==> src/boabs_pkg.sv <==
// Package for the bit operand and register bank select block.
// Assumes one core clock domain; all requests come from the decoder.
package boabs_pkg;

  // Data memory address layout and flag stack size
  localparam int ADDR_W = 12;
  localparam int SP_W = 8;
  localparam int FLAG_DEPTH = 8;
  localparam int FLAG_PTR_W = 4;

  // Bit-direct and port indirect windows
  localparam logic [11:0] FMEM_PORT_LO = 12'hff0;
  localparam logic [11:0] FMEM_PORT_HI = 12'hfff;
  localparam logic [11:0] FMEM_INT_LO = 12'hfb0;
  localparam logic [11:0] FMEM_INT_HI = 12'hfbf;
  localparam logic [11:0] PMEM_LO = 12'hfc0;
  localparam logic [11:0] PMEM_HI = 12'hfff;

  // Fixed banks
  localparam logic [3:0] STACK_BANK = 4'h0;
  localparam logic [3:0] REG_BANK = 4'h0;
  localparam logic [3:0] MB_ZERO = 4'h0;

  // Reset values
  localparam logic RST_RBE = 1'b0;
  localparam logic [3:0] RST_SEL = 4'h0;
  localparam logic [1:0] RST_BANK = 2'h0;

  typedef enum logic [2:0] {
    MODE_FMEM = 3'h0,
    MODE_PMEM = 3'h1,
    MODE_HMEM = 3'h2,
    MODE_STACK = 3'h3,
    MODE_REG4 = 3'h4,
    MODE_REG8 = 3'h5
  } boabs_mode_t;

  // One operand request from the decoder
  typedef struct packed {
    boabs_mode_t mode;
    logic [11:0] op_addr;
    logic [1:0] op_bit;
    logic [3:0] h_reg;
    logic [3:0] l_reg;
    logic [7:0] sp;
    logic [2:0] reg_idx;
    logic primed;
  } boabs_req_t;

  // Formed operand for the data memory
  typedef struct packed {
    logic [11:0] addr;
    logic [1:0] bit_num;
    logic fault;
  } boabs_resp_t;

endpackage

==> src/boabs_core.sv <==
// Operand address former and register bank selector.
// Assumes decoder events are single-cycle pulses on core_clk.
`timescale 1ns/1ps
module boabs_core
  import boabs_pkg::*;
(
  // Clock and reset
  input wire logic core_clk,
  input wire logic reset,
  // Operand request
  input wire logic req_valid,
  input wire boabs_req_t req,
  // Memory bank state
  input wire logic mem_bank_enable,
  input wire logic [3:0] mem_bank_select,
  // Bank control events
  input wire logic bit_set_instr,
  input wire logic bit_clear_instr,
  input wire logic sel_instr,
  input wire logic [1:0] sel_bank,
  input wire logic call_event,
  input wire logic ret_event,
  input wire logic int_entry,
  input wire logic int_vec_rbe,
  input wire logic int_return,
  input wire logic pop_pair,
  input wire logic [7:0] pop_data,
  // Operand answer
  output logic resp_valid,
  output boabs_resp_t resp,
  // Bank state
  output logic bank_enable_flag,
  output logic [3:0] bank_select,
  output logic [1:0] active_bank,
  output logic [7:0] bank_select_pair,
  output logic mbs_restore_valid,
  output logic [3:0] mbs_restore
);

  logic next_rbe;
  logic [3:0] next_sel;
  logic saved_rbe;
  logic stack_push;
  logic stack_pop;
  logic [3:0] eff_mb;
  boabs_resp_t next_resp;

  function automatic logic [1:0] bank_of(input logic en, input logic [3:0] sel);
    bank_of = en ? sel[1:0] : 2'h0;
  endfunction

  function automatic logic in_win(input logic [11:0] a, input logic [11:0] lo,
                                  input logic [11:0] hi);
    in_win = (a >= lo) && (a <= hi);
  endfunction

  assign stack_push = call_event || int_entry;
  assign stack_pop = ret_event || int_return;
  assign eff_mb = mem_bank_enable ? mem_bank_select : MB_ZERO;

  boabs_flag_stack u_flag_stack (
    .core_clk(core_clk),
    .reset(reset),
    .push(stack_push),
    .pop(stack_pop),
    .din(bank_enable_flag),
    .dout(saved_rbe)
  );

  // Next enable flag
  always_comb begin
    next_rbe = bank_enable_flag;
    if (int_entry) begin
      next_rbe = int_vec_rbe;
    end else if (stack_pop) begin
      next_rbe = saved_rbe;
    end else if (bit_set_instr) begin
      next_rbe = 1'b1;
    end else if (bit_clear_instr) begin
      next_rbe = 1'b0;
    end
  end

  // Next select register; upper bits held at zero
  always_comb begin
    next_sel = bank_select;
    if (sel_instr) begin
      next_sel = {2'h0, sel_bank};
    end else if (pop_pair) begin
      next_sel = {2'h0, pop_data[1:0]};
    end
  end

  always_ff @(posedge core_clk or posedge reset) begin
    if (reset) begin
      bank_enable_flag <= RST_RBE;
    end else begin
      bank_enable_flag <= next_rbe;
    end
  end

  always_ff @(posedge core_clk or posedge reset) begin
    if (reset) begin
      bank_select <= RST_SEL;
    end else begin
      bank_select <= next_sel;
    end
  end

  always_ff @(posedge core_clk or posedge reset) begin
    if (reset) begin
      active_bank <= RST_BANK;
    end else begin
      active_bank <= bank_of(next_rbe, next_sel);
    end
  end

  // Push image and memory select restore
  always_ff @(posedge core_clk or posedge reset) begin
    if (reset) begin
      bank_select_pair <= '0;
      mbs_restore_valid <= 1'b0;
      mbs_restore <= '0;
    end else begin
      bank_select_pair <= {mem_bank_select, next_sel};
      mbs_restore_valid <= pop_pair;
      if (pop_pair) begin
        mbs_restore <= pop_data[7:4];
      end
    end
  end

  // Operand address formation
  always_comb begin
    next_resp = '0;
    case (req.mode)
      MODE_FMEM: begin
        next_resp.addr = req.op_addr;
        next_resp.bit_num = req.op_bit;
        next_resp.fault = !(in_win(req.op_addr, FMEM_PORT_LO, FMEM_PORT_HI)
          || in_win(req.op_addr, FMEM_INT_LO, FMEM_INT_HI));
      end
      MODE_PMEM: begin
        next_resp.addr = {req.op_addr[11:2], req.l_reg[3:2]};
        next_resp.bit_num = req.l_reg[1:0];
        next_resp.fault = !in_win({req.op_addr[11:2], 2'h0}, PMEM_LO, PMEM_HI);
      end
      MODE_HMEM: begin
        next_resp.addr = {eff_mb, req.h_reg, req.op_addr[3:0]};
        next_resp.bit_num = req.op_bit;
      end
      MODE_STACK: begin
        next_resp.addr = {STACK_BANK, req.sp};
      end
      MODE_REG4: begin
        next_resp.addr = {REG_BANK, 3'h0, bank_of(bank_enable_flag, bank_select),
                          req.reg_idx};
      end
      MODE_REG8: begin
        next_resp.addr = {REG_BANK, 3'h0,
                          bank_of(bank_enable_flag, bank_select) ^ {1'b0, req.primed},
                          req.reg_idx[2:1], 1'b0};
      end
      default: begin
        next_resp.fault = 1'b1;
      end
    endcase
  end

  always_ff @(posedge core_clk or posedge reset) begin
    if (reset) begin
      resp_valid <= 1'b0;
      resp <= '0;
    end else begin
      resp_valid <= req_valid;
      if (req_valid) begin
        resp <= next_resp;
      end
    end
  end

  logic [1:0] act_now;
  assign act_now = bank_of(bank_enable_flag, bank_select);
endmodule

==> src/boabs_flag_stack.sv <==
// Save stack for the bank enable flag across calls and interrupts.
// Assumes push and pop never arrive together; a push onto a full stack is lost.
`timescale 1ns/1ps
module boabs_flag_stack
  import boabs_pkg::*;
(
  // Clock and reset
  input wire logic core_clk,
  input wire logic reset,
  // Stack operations
  input wire logic push,
  input wire logic pop,
  input wire logic din,
  output logic dout
);

  logic slots [FLAG_DEPTH];
  logic [FLAG_PTR_W-1:0] depth;

  always_ff @(posedge core_clk or posedge reset) begin
    if (reset) begin
      depth <= '0;
    end else if (push && depth != FLAG_PTR_W'(FLAG_DEPTH)) begin
      depth <= depth + 1'b1;
    end else if (pop && depth != '0) begin
      depth <= depth - 1'b1;
    end
  end

  always_ff @(posedge core_clk) begin
    if (push && depth != FLAG_PTR_W'(FLAG_DEPTH)) begin
      slots[depth[2:0]] <= din;
    end
  end

  // Empty stack restores a cleared flag
  always_comb begin
    if (depth == '0) begin
      dout = RST_RBE;
    end else begin
      dout = slots[3'(depth - 1'b1)];
    end
  end

endmodule

==> config.mk <==
export PLATFORM = sky130hd
export DESIGN_NAME = boabs_core
export DESIGN_NICKNAME = d
export VERILOG_FILES = /design/src/boabs_pkg.sv /design/src/boabs_core.sv /design/src/boabs_flag_stack.sv
export SDC_FILE = /design/constraint.sdc
export NUM_CORES = 1
export LEC_CHECK = 0
export BUFFER_PORTS_ARGS = -buffer_cell sky130_fd_sc_hd__clkbuf_2
export CAP_MARGIN = 5
export CORE_ASPECT_RATIO = 1.1
export CORE_MARGIN = 3
export CORE_UTILIZATION = 42
export CTS_CLUSTER_SIZE = 16
export DETAILED_ROUTE_END_ITERATION = 10
export MAX_ROUTING_LAYER = met4
export PLACE_DENSITY_LB_ADDON = 0.08
export SKIP_CTS_REPAIR_TIMING = 1
export SLEW_MARGIN = 10
export SYNTH_ARGS = -nofsm -noshare
export SYNTH_HDL_FRONTEND = slang
export SYNTH_SLANG_ARGS = --single-unit
==> constraint.sdc <==
create_clock -name core_clk -period 1.8 [get_ports core_clk]
set_input_delay 0.09 -clock core_clk [delete_from_list [all_inputs] [get_ports core_clk]]
set_output_delay 0.09 -clock core_clk [all_outputs]
set_load 0.05 [all_outputs]
# Word-level counts from Yosys, hierarchy flattened
# Memories as Yosys holds them, arrays and structs flattened.
# Cells that the tools add are included.
# word_totals
reg_bits	40
ramBits	8
inputBits	64
output_inout_bits	36
word_cells	60
mem_count	1
# classes
addsub	2
order_cmp	6
n_eq_ne	6
mux	17
n_bitwise	1
reduce_logical	16
# memory_table
name	words	width	rd	rd_clocked_by_memory_dff	wr	line	source
u_flag_stack.slots	8	1	1	0	1	boabs_flag_stack.sv:17	logic slots [FLAG_DEPTH];
# ops
cell	count
$pmux 12 s6	1
$ge 12x12->1 const B	3
$le 12x12->1 const B	3
$mux 4	5
$mux 1	7
$eq 3x2->1 const B	2
$eq 3x3->1 const B	2
$logic_and 1x1->1	5
$add 4x1->4 const B	1
$logic_not 4->1	1
$mux 2	2
$ne 4x4->1 const B	1
$pmux 2 s2	1
$reduce_bool 4->1	1
$reduce_or 4->1	1
$sub 4x1->4 const B	1
$eq 3x1->1 const B	1
$logic_not 3->1	1
$logic_or 1x1->1	3
$pmux 1 s3	1
$logic_not 1->1	2
$reduce_bool 2->1	1
$reduce_or 2->1	1
$xor 2x1->2	1

# Depth between registers and ports, before layout
# Gate-level depths: netlist (run 1).
# An unclocked memory read counts as a cell.
# logic_depth
ltp_word	6
ltp_mapped	7
mapped_depth_nobuf	6

# Hierarchy
# From an unflattened synthesis (run 1), not the netlist that was laid out.
# unflattened
cells_unflattened	219
area_unflattened_um2	2237.1
# by_module_without_submodules
mod	n_inst	cells_each	area_each_um2	seq_area_each_um2
boabs_core	1	151	1521.5	750.7
boabs_flag_stack	1	68	715.7	340.3

# Least setup slack after synthesis (run 1)
# Ideal clock, no wire load.
# synth_timing
kind	register to register
from	reg u_flag_stack.depth[0]
to	reg active_bank[0]
arrival_ps	1695
required_time_ps	1671
setup_slack_ps	-24
stages_incl_launch_ff	8
n_path_buf	1
period_less_slack_ps	1824
path_cell_list	dfrtp_1 -> buf_6 -> inv_1 -> ha_1 -> mux4_1 -> mux2_2 -> a221oi_2 -> nor2_1
# synth_via
elab_chain_cells	6
elab_cells_between_ends	7
# synth_rtl
element	line	source
start: declaration	boabs_flag_stack.sv:18	logic [FLAG_PTR_W-1:0] depth;
start signal: assignment	boabs_flag_stack.sv:24	depth <= depth + 1'b1;
start signal: assignment	boabs_flag_stack.sv:26	depth <= depth - 1'b1;
$sub 4x1->4	n/a	
$mem_v2 8x1	n/a	
$mux 1 *	boabs_flag_stack.sv:38	if (depth == '0) begin
$mux 1 *	boabs_core.sv:75	end else if (stack_pop) begin
$mux 1 *	boabs_core.sv:73	if (int_entry) begin
$mux 2 *	boabs_core.sv:49	bank_of = en ? sel[1:0] : 2'h0;
end signal: assignment	boabs_core.sv:114	active_bank <= bank_of(next_rbe, next_sel);
end: declaration	boabs_core.sv:34	output logic [1:0] active_bank,
# Every way passes the cells marked *; elsewhere a longest branch is shown, timed or not.
# A chain may end at the register's enable or synchronous reset.

# Worst setup path in the final report (run 1)
# layout_timing
from	reg u_flag_stack.depth[0]
to	reg bank_enable_flag
# layout_via
elab_chain_cells	5
elab_cells_between_ends	6
# layout_rtl
element	line	source
$sub 4x1->4	n/a	
$mem_v2 8x1	n/a	
$mux 1 *	boabs_flag_stack.sv:38	
$mux 1 *	boabs_core.sv:75	
$mux 1 *	boabs_core.sv:73	
net next_rbe	boabs_core.sv:40	logic next_rbe;
end signal: assignment	boabs_core.sv:98	bank_enable_flag <= next_rbe;
end: declaration	boabs_core.sv:32	output logic bank_enable_flag,
# Mark *: on every way through the listed nets, which the timed path passes. The rest lies on a longest branch.

==> run_results.csv, run 1 <==
group,metric,value,unit
yosys,synth_cell_types,37,
power_and_ir_drop,switching_power,1.24,mW
timing,min_period,1.77,ns
yosys,ys.flop_type,"dfrtp_1",
cts,clk_latency,0.28,ns
timing,final-setup-viol-count,0,
cts,clk_pin_slew_worst_paths,0.08,ns
drt,drc_errors,0,
drt,viasPerCell,5.01,
worst_setup_path,reg2reg_slack,0.03,ns
global_route,grt_max_degree,35,
yosys,synth_top_area_share,40.7,%
final_layout,regArea,1090,µm²
yosys,synth_edf_count,8,
cts,cts_sinks,42,
yosys,synth-seq-cells,42,
timing,worst_pin_slew,0.486,ns
global_route,antenna_found_initial,0,
drt,first_iter_violations,81,
floorplanning,initial_core_util,44.4,%
run,maxCapViolations,0,
final_layout,multi_input_area,880,µm²
timing,setup_tns,0,ns
worst_setup_path,worstSetupPathType,"reg2reg",
final_layout,drive_gt1_share,39.5,%
floorplanning,num_rows,26,
drt,wire_per_inst,13.6,µm
yosys,yosys.area.top_type,"dfrtp_1",
floorplanning,die_w,73.3,µm
worst_setup_path,end_kind,"register",
drt,ant_nets,0,
yosys,synth_fa_ha_area_share,1.20,%
cts,htreeDepth,2,
timing,finalHoldViolations,0,
run_status,status,"finished clean",
yosys,syn_avg_cell_area,10.2,µm²
final_layout,area_growth,32.4,%
timing,grt_setup_unrepaired,"true",
worst_setup_path,cp.arrival,1.94,ns
yosys,yosys.area_share.xor_xnor,1.67,%
timing,fin_skew,0.00576,ns
final_layout,finalNetCount,371,
timing,slew_violations,0,
place,gp_congestion,0.768,
worst_setup_path,critPathRequiredTime,1.97,ns
cts,cts_tree,"yes",
global_route,grt_overflow_total,0,
yosys,synth_compound_area_share,16.0,%
yosys,yosys.area_share.simple,11.8,%
global_route,grt_pass1_vias,1727,
power_and_ir_drop,power_frac_seq,40.0,%
worst_setup_path,startpoint,"u_flag_stack.depth[0]",
final_layout,diodes,0,
floorplanning,pin_count,100,
yosys,muxShareOfSynthArea,9.51,%
drt,wl,4910,µm
floorplanning,dieArea,5860,µm²
worst_setup_path,r2r-start,"u_flag_stack.depth[0]",
yosys,synthTopCellsByArea,"dfrtp_1 (41%), edfxtp_1 (11%), mux2i_1 (4.3%)",
drt,firstDrtPassIters,4,
cts,cts_max_path_buffers,2,
power_and_ir_drop,power.total,3.25,mW
drt,vias,1815,
place,pre_cts_slack,-0.0734,ns
power_and_ir_drop,internal_power,2.01,mW
floorplanning,die_h,80.0,µm
cts,cts_root_buf,"clkbuf_8",
timing,fmax,564,MHz
worst_setup_path,crit_path_end,"bank_enable_flag",
cts,cts_buffers,5,
power_and_ir_drop,clockPowerShare,17.7,%
worst_setup_path,reg2regPathDepth,6,
timing,setup_ws,0.0264,ns
yosys,synth_top_family_by_area,"compound AO/OA/AOI/OAI gates",
final_layout,fillers,426,
power_and_ir_drop,p_sw_share,38.2,%
global_route,grt_pass1_wl,7870,µm
yosys,syn_area,2090,µm²
yosys,synth_warnings,0,
worst_setup_path,cp_max_fo,5,
hold_path,hp-start,"pop_data[7]",
yosys,yosysSeqAreaShare,52.2,%
global_route,grt_use_total,17.8,%
power_and_ir_drop,leakagePower,1.37,nW
place,io_buffers,93,
yosys,syn_inst,205,
yosys,async_reset_ff_share,81.0,%
power_and_ir_drop,p_per_area,1170,nW/µm²
hold_path,hold_path.class,"in2reg",
timing,relSlewSlack,67.2,%
worst_setup_path,start_kind,"register",
power_and_ir_drop,ir_drop,0.421,mV
floorplanning,core,4720,µm²
timing,period_share,98.5,%
place,hpwl,3820,µm
power_and_ir_drop,share_comb_of_total_power,42.2,%
worst_setup_path,worstReg2RegEnd,"bank_enable_flag",
==> area by class of cell <==
class / count / area share (%)
flip-flops and latches: 42 / 39.4
multi-input cells: 133 / 31.8
repair buffers: 107 / 21.1
well taps: 56 / 2.53
clock buffers: 5 / 2.49
inverters: 16 / 2.17
clock inverters: 3 / 0.542
==> logic make-up after synthesis <==
kind of cell,count (synthesis)
buffers and inverters,33
other,1
multiplexers,16
AO/OA/AOI/OAI,52
flip-flops,42
AND/OR/NAND/NOR,55
XOR/XNOR,4
adder cells (fa/ha/maj),2
==> critical path: stages, from the launching register on <==
cell      delay (ns)
dfrtp_2         0.42
inv_2           0.07
ha_4            0.27
mux4_2          0.27
mux2_4          0.29
a221oi_4        0.26
a21oi_1         0.07
==> stage by stage <==
step	util, %	cell area (µm²)	cells	hold slack (ns)
floorplan	-	2120	208	0.121
CTS	57.1	2690	355	-0.111
finish	58.7	2770	362	0.0303
detailed placement	55.3	2610	347	0.201
global placement	55.3	2610	347	0.199
global route	58.7	2770	362	0.0271
==> how the worst min path moves through the flow <==
stage	cells past startpoint	slack (ns)	endpoint
4_1_cts	3	-0.11	resp[1]
2_1_floorplan	0	0.12	bank_select_pair[4]
5_1_grt	2	0.03	mbs_restore[0]
6_report	2	0.03	mbs_restore[3]
3_5_place_dp	3	0.20	bank_enable_flag
3_3_place_gp	3	0.20	mbs_restore_valid
==> cell usage after synthesis (2+ instances only) <==
cell type,count
o21ai_0,12
and3_1,2
o221ai_1,2
nand2b_1,2
nor2_1,20
nor2b_1,6
a21oi_1,7
or2_2,2
buf_4,6
mux4_1,2
nand2_1,18
o22ai_1,9
nor3_1,3
a31oi_1,9
mux2i_1,9
inv_1,16
mux2_2,5
ha_1,2
dfrtp_1,34
xnor2_1,4
o22a_1,2
a22oi_1,2
clkbuf_1,7
a211oi_1,4
edfxtp_1,8
==> state kept, by name, summed over array words and instances (netlist names) <==
register,flops
resp_valid,1
u_flag_stack.depth,4
resp,15
bank_select_pair,6
u_flag_stack.slots,8
mbs_restore,4
mbs_restore_valid,1
active_bank,2
bank_enable_flag,1
==> layer usage <==
layer / vias to the layer above / track usage (%) / routed length [µm]
li1: 909 / - / -
met1: 834 / 21.9 / 2070
met2: 67 / 29.6 / 2480
met3: 5 / 3.40 / 304
met4: 0 / 5.43 / 48
met5: - / - / 0
==> layout by cell type, fill, tap and decap left out, types with 5 or more instances in the layout <==
master         count
inv_1             15
clkbuf_8           5
dlygate4sd3_1      5
clkbuf_2          93
nor2_1            20
o22ai_1            9
a21oi_1            7
edfxtp_1           8
dfrtp_1           33
o21ai_0           12
a31oi_1            9
mux2i_1            9
buf_4              9
nor2b_1            6
nand2_1           18
==> power groups by stage <==
stage | combinational [mW] | sequential (mW) | clock, mW
after floorplan | 0.719 | 1.53 | 0
after global placement | 1.26 | 1.31 | 0
after detailed placement | 1.28 | 1.32 | 0
after CTS | 1.28 | 1.30 | 0.604
after global routing | 1.48 | 1.33 | 0.648
final | 1.37 | 1.30 | 0.577
Power figures use the tool's default switching activity.
==> run 2, diff against run 1 <==
--- a/config.mk
+++ b/config.mk
@@ -12,6 +12,7 @@
 export CORE_UTILIZATION = 42
 export CTS_CLUSTER_SIZE = 16
 export DETAILED_ROUTE_END_ITERATION = 10
+export HOLD_SLACK_MARGIN = 0.15
 export MAX_ROUTING_LAYER = met4
 export PLACE_DENSITY_LB_ADDON = 0.08
 export SKIP_CTS_REPAIR_TIMING = 1
==> run 2 against run 1 <==
Sequential power barely moved; cell count rose by 5.2%; fmax barely moved; utilization rose by 4.0 points; largest power group unchanged; non-clock buffer count rose by 19; clock power barely moved; wire length rose by 4.2%.
==> run_results.csv, run 2 (same netlist as run 1, synthesis figures left out) <==
group,metric,value,unit
run_status,status,"finished clean",
final_layout,mostFrequentLayoutCell,"clkbuf_2",
final_layout,diodes,0,
worst_setup_path,crit_buf_inv,1,
final_layout,top_register,"resp",
final_layout,finalNetCount,390,
floorplanning,dieArea,5860,µm²
worst_setup_path,crit_family,"multiplexers",
place,place_area,2610,µm²
worst_setup_path,worstPathCellList,"inv_2 -> ha_4 -> mux4_2 -> mux2_4 -> a221oi_4 -> a21oi_1",
timing,min_period,1.77,ns
final_layout,drive_gt1_share,37.2,%
global_route,grt_max_degree,35,
drt,ant_nets,0,
worst_setup_path,reg2reg_slack,0.03,ns
cts,cts_max_path_buffers,2,
cts,cts_root_buf,"clkbuf_8",
global_route,grt_pass1_vias,1727,
worst_setup_path,end_kind,"register",
worst_setup_path,worstSetupPathType,"reg2reg",
final_layout,area_growth,41.4,%
worst_setup_path,critPathRequiredTime,1.97,ns
floorplanning,initial_core_util,44.4,%
power_and_ir_drop,share_comb_of_total_power,42.9,%
hold_path,hold_path.class,"in2reg",
global_route,grt_pass1_wl,7870,µm
timing,fin_skew,0.00476,ns
power_and_ir_drop,p_sw_share,38.0,%
run,maxCapViolations,0,
timing,fmax,563,MHz
drt,vias,1886,
drt,wl,5110,µm
final_layout,final_cell_mix,"clkbuf_2 (93), dfrtp_1 (33), dlygate4sd3_1 (24)",
place,hpwl,3820,µm
timing,period_share,98.6,%
cts,cts_sinks,42,
power_and_ir_drop,clockPowerShare,17.5,%
global_route,grt_overflow_total,0,
final_layout,fin_util,62.7,%
place,gp_congestion,0.768,
place,io_buffers,93,
timing,worst_pin_slew,0.490,ns
floorplanning,die_w,73.3,µm
cts,cts_buffers,5,
floorplanning,die_h,80.0,µm
worst_setup_path,cp.arrival,1.94,ns
cts,cts_tree,"yes",
power_and_ir_drop,internal_power,2.04,mW
worst_setup_path,critPathMaxStageDelay,0.42,ns
power_and_ir_drop,power_frac_seq,39.6,%
timing,slew_violations,0,
timing,final-setup-viol-count,0,
power_and_ir_drop,switching_power,1.25,mW
cts,clk_pin_slew_worst_paths,0.08,ns
worst_setup_path,cp_max_fo,5,
power_and_ir_drop,p_per_area,1110,nW/µm²
worst_setup_path,cp_slowest_cell,"dfrtp_2",
floorplanning,pin_count,100,
final_layout,final_area,2960,µm²
drt,first_iter_violations,86,
cts,clk_latency,0.28,ns
timing,relSlewSlack,67.0,%
timing,setup_tns,0,ns
timing,grt_setup_unrepaired,"true",
power_and_ir_drop,leakagePower,1.44,nW
timing,finalHoldViolations,0,
floorplanning,num_rows,26,
power_and_ir_drop,ir_drop,0.422,mV
drt,drc_errors,0,
cts,htreeDepth,2,
drt,wire_per_inst,13.4,µm
floorplanning,core,4720,µm²
final_layout,largest_reg_flops,15,
drt,viasPerCell,4.95,
global_route,antenna_found_initial,0,
global_route,grt_use_total,17.8,%
worst_setup_path,start_kind,"register",
drt,firstDrtPassIters,5,
==> run 2: cell types whose count changed in the layout (fill, tap and decap cells not counted), sizes merged <==
cell	before	now
dlygate4sd3	5	24
==> run 2: power by group through the flow <==
stage	sequential [mW]	clock, mW	combinational, mW
6_report	1.30	0.575	1.41
5_1_grt	1.33	0.648	1.52
4_1_cts	1.30	0.604	1.28
3_5_place_dp	1.32	0	1.28
3_3_place_gp	1.31	0	1.26
2_1_floorplan	1.53	0	0.719
==> run 2: final cells by class <==
type / instances / area [µm²]
clock buffer: 5 / 68.8
clock inverter: 3 / 15.0
fill: 404 / 1760
inverter: 16 / 60.1
multi-input combinational: 133 / 880
sequential: 42 / 1090
tap: 56 / 70.1
timing repair buffer: 126 / 773
==> run 2: worst paths after layout <==
check,from,endpoint,depth (start not counted)
max,u_flag_stack.depth[0],bank_enable_flag,6
min,req[12],resp[1],3
max reg2reg,u_flag_stack.depth[0],bank_enable_flag,6
min reg2reg,resp[5],resp[5],1
max in group asynchronous,reset,u_flag_stack.depth[0],4
min in group asynchronous,reset,mbs_restore[3],4
==> run 2: layer usage <==
layer  global-route usage, %  share of wire (%)
met5                       -                  0
met4                    5.43               0.92
met2                    29.6                 51
met3                    3.40                5.3
met1                    21.9                 43
==> run 2: worst register-to-register path, delay by kind of cell, from the launching register on <==
kind	cells	cell delay, ns
buffers and inverters	1	0.07
AOI/OAI and AO/OA	2	0.33
DFF	1	0.42
muxes	2	0.56
adders and majority gates	1	0.27
==> run 2: stage by stage <==
step                worst slack (ns)  power, mW  hold WS [ns]  cells
floorplan                     0.0166       2.25         0.121    208
global placement             -0.0157       2.57         0.199    347
detailed placement           -0.0734       2.60         0.201    347
CTS                          -0.0913       3.19        -0.111    355
global route                 -0.0751       3.50         0.154    381
finish                        0.0252       3.29         0.104    381
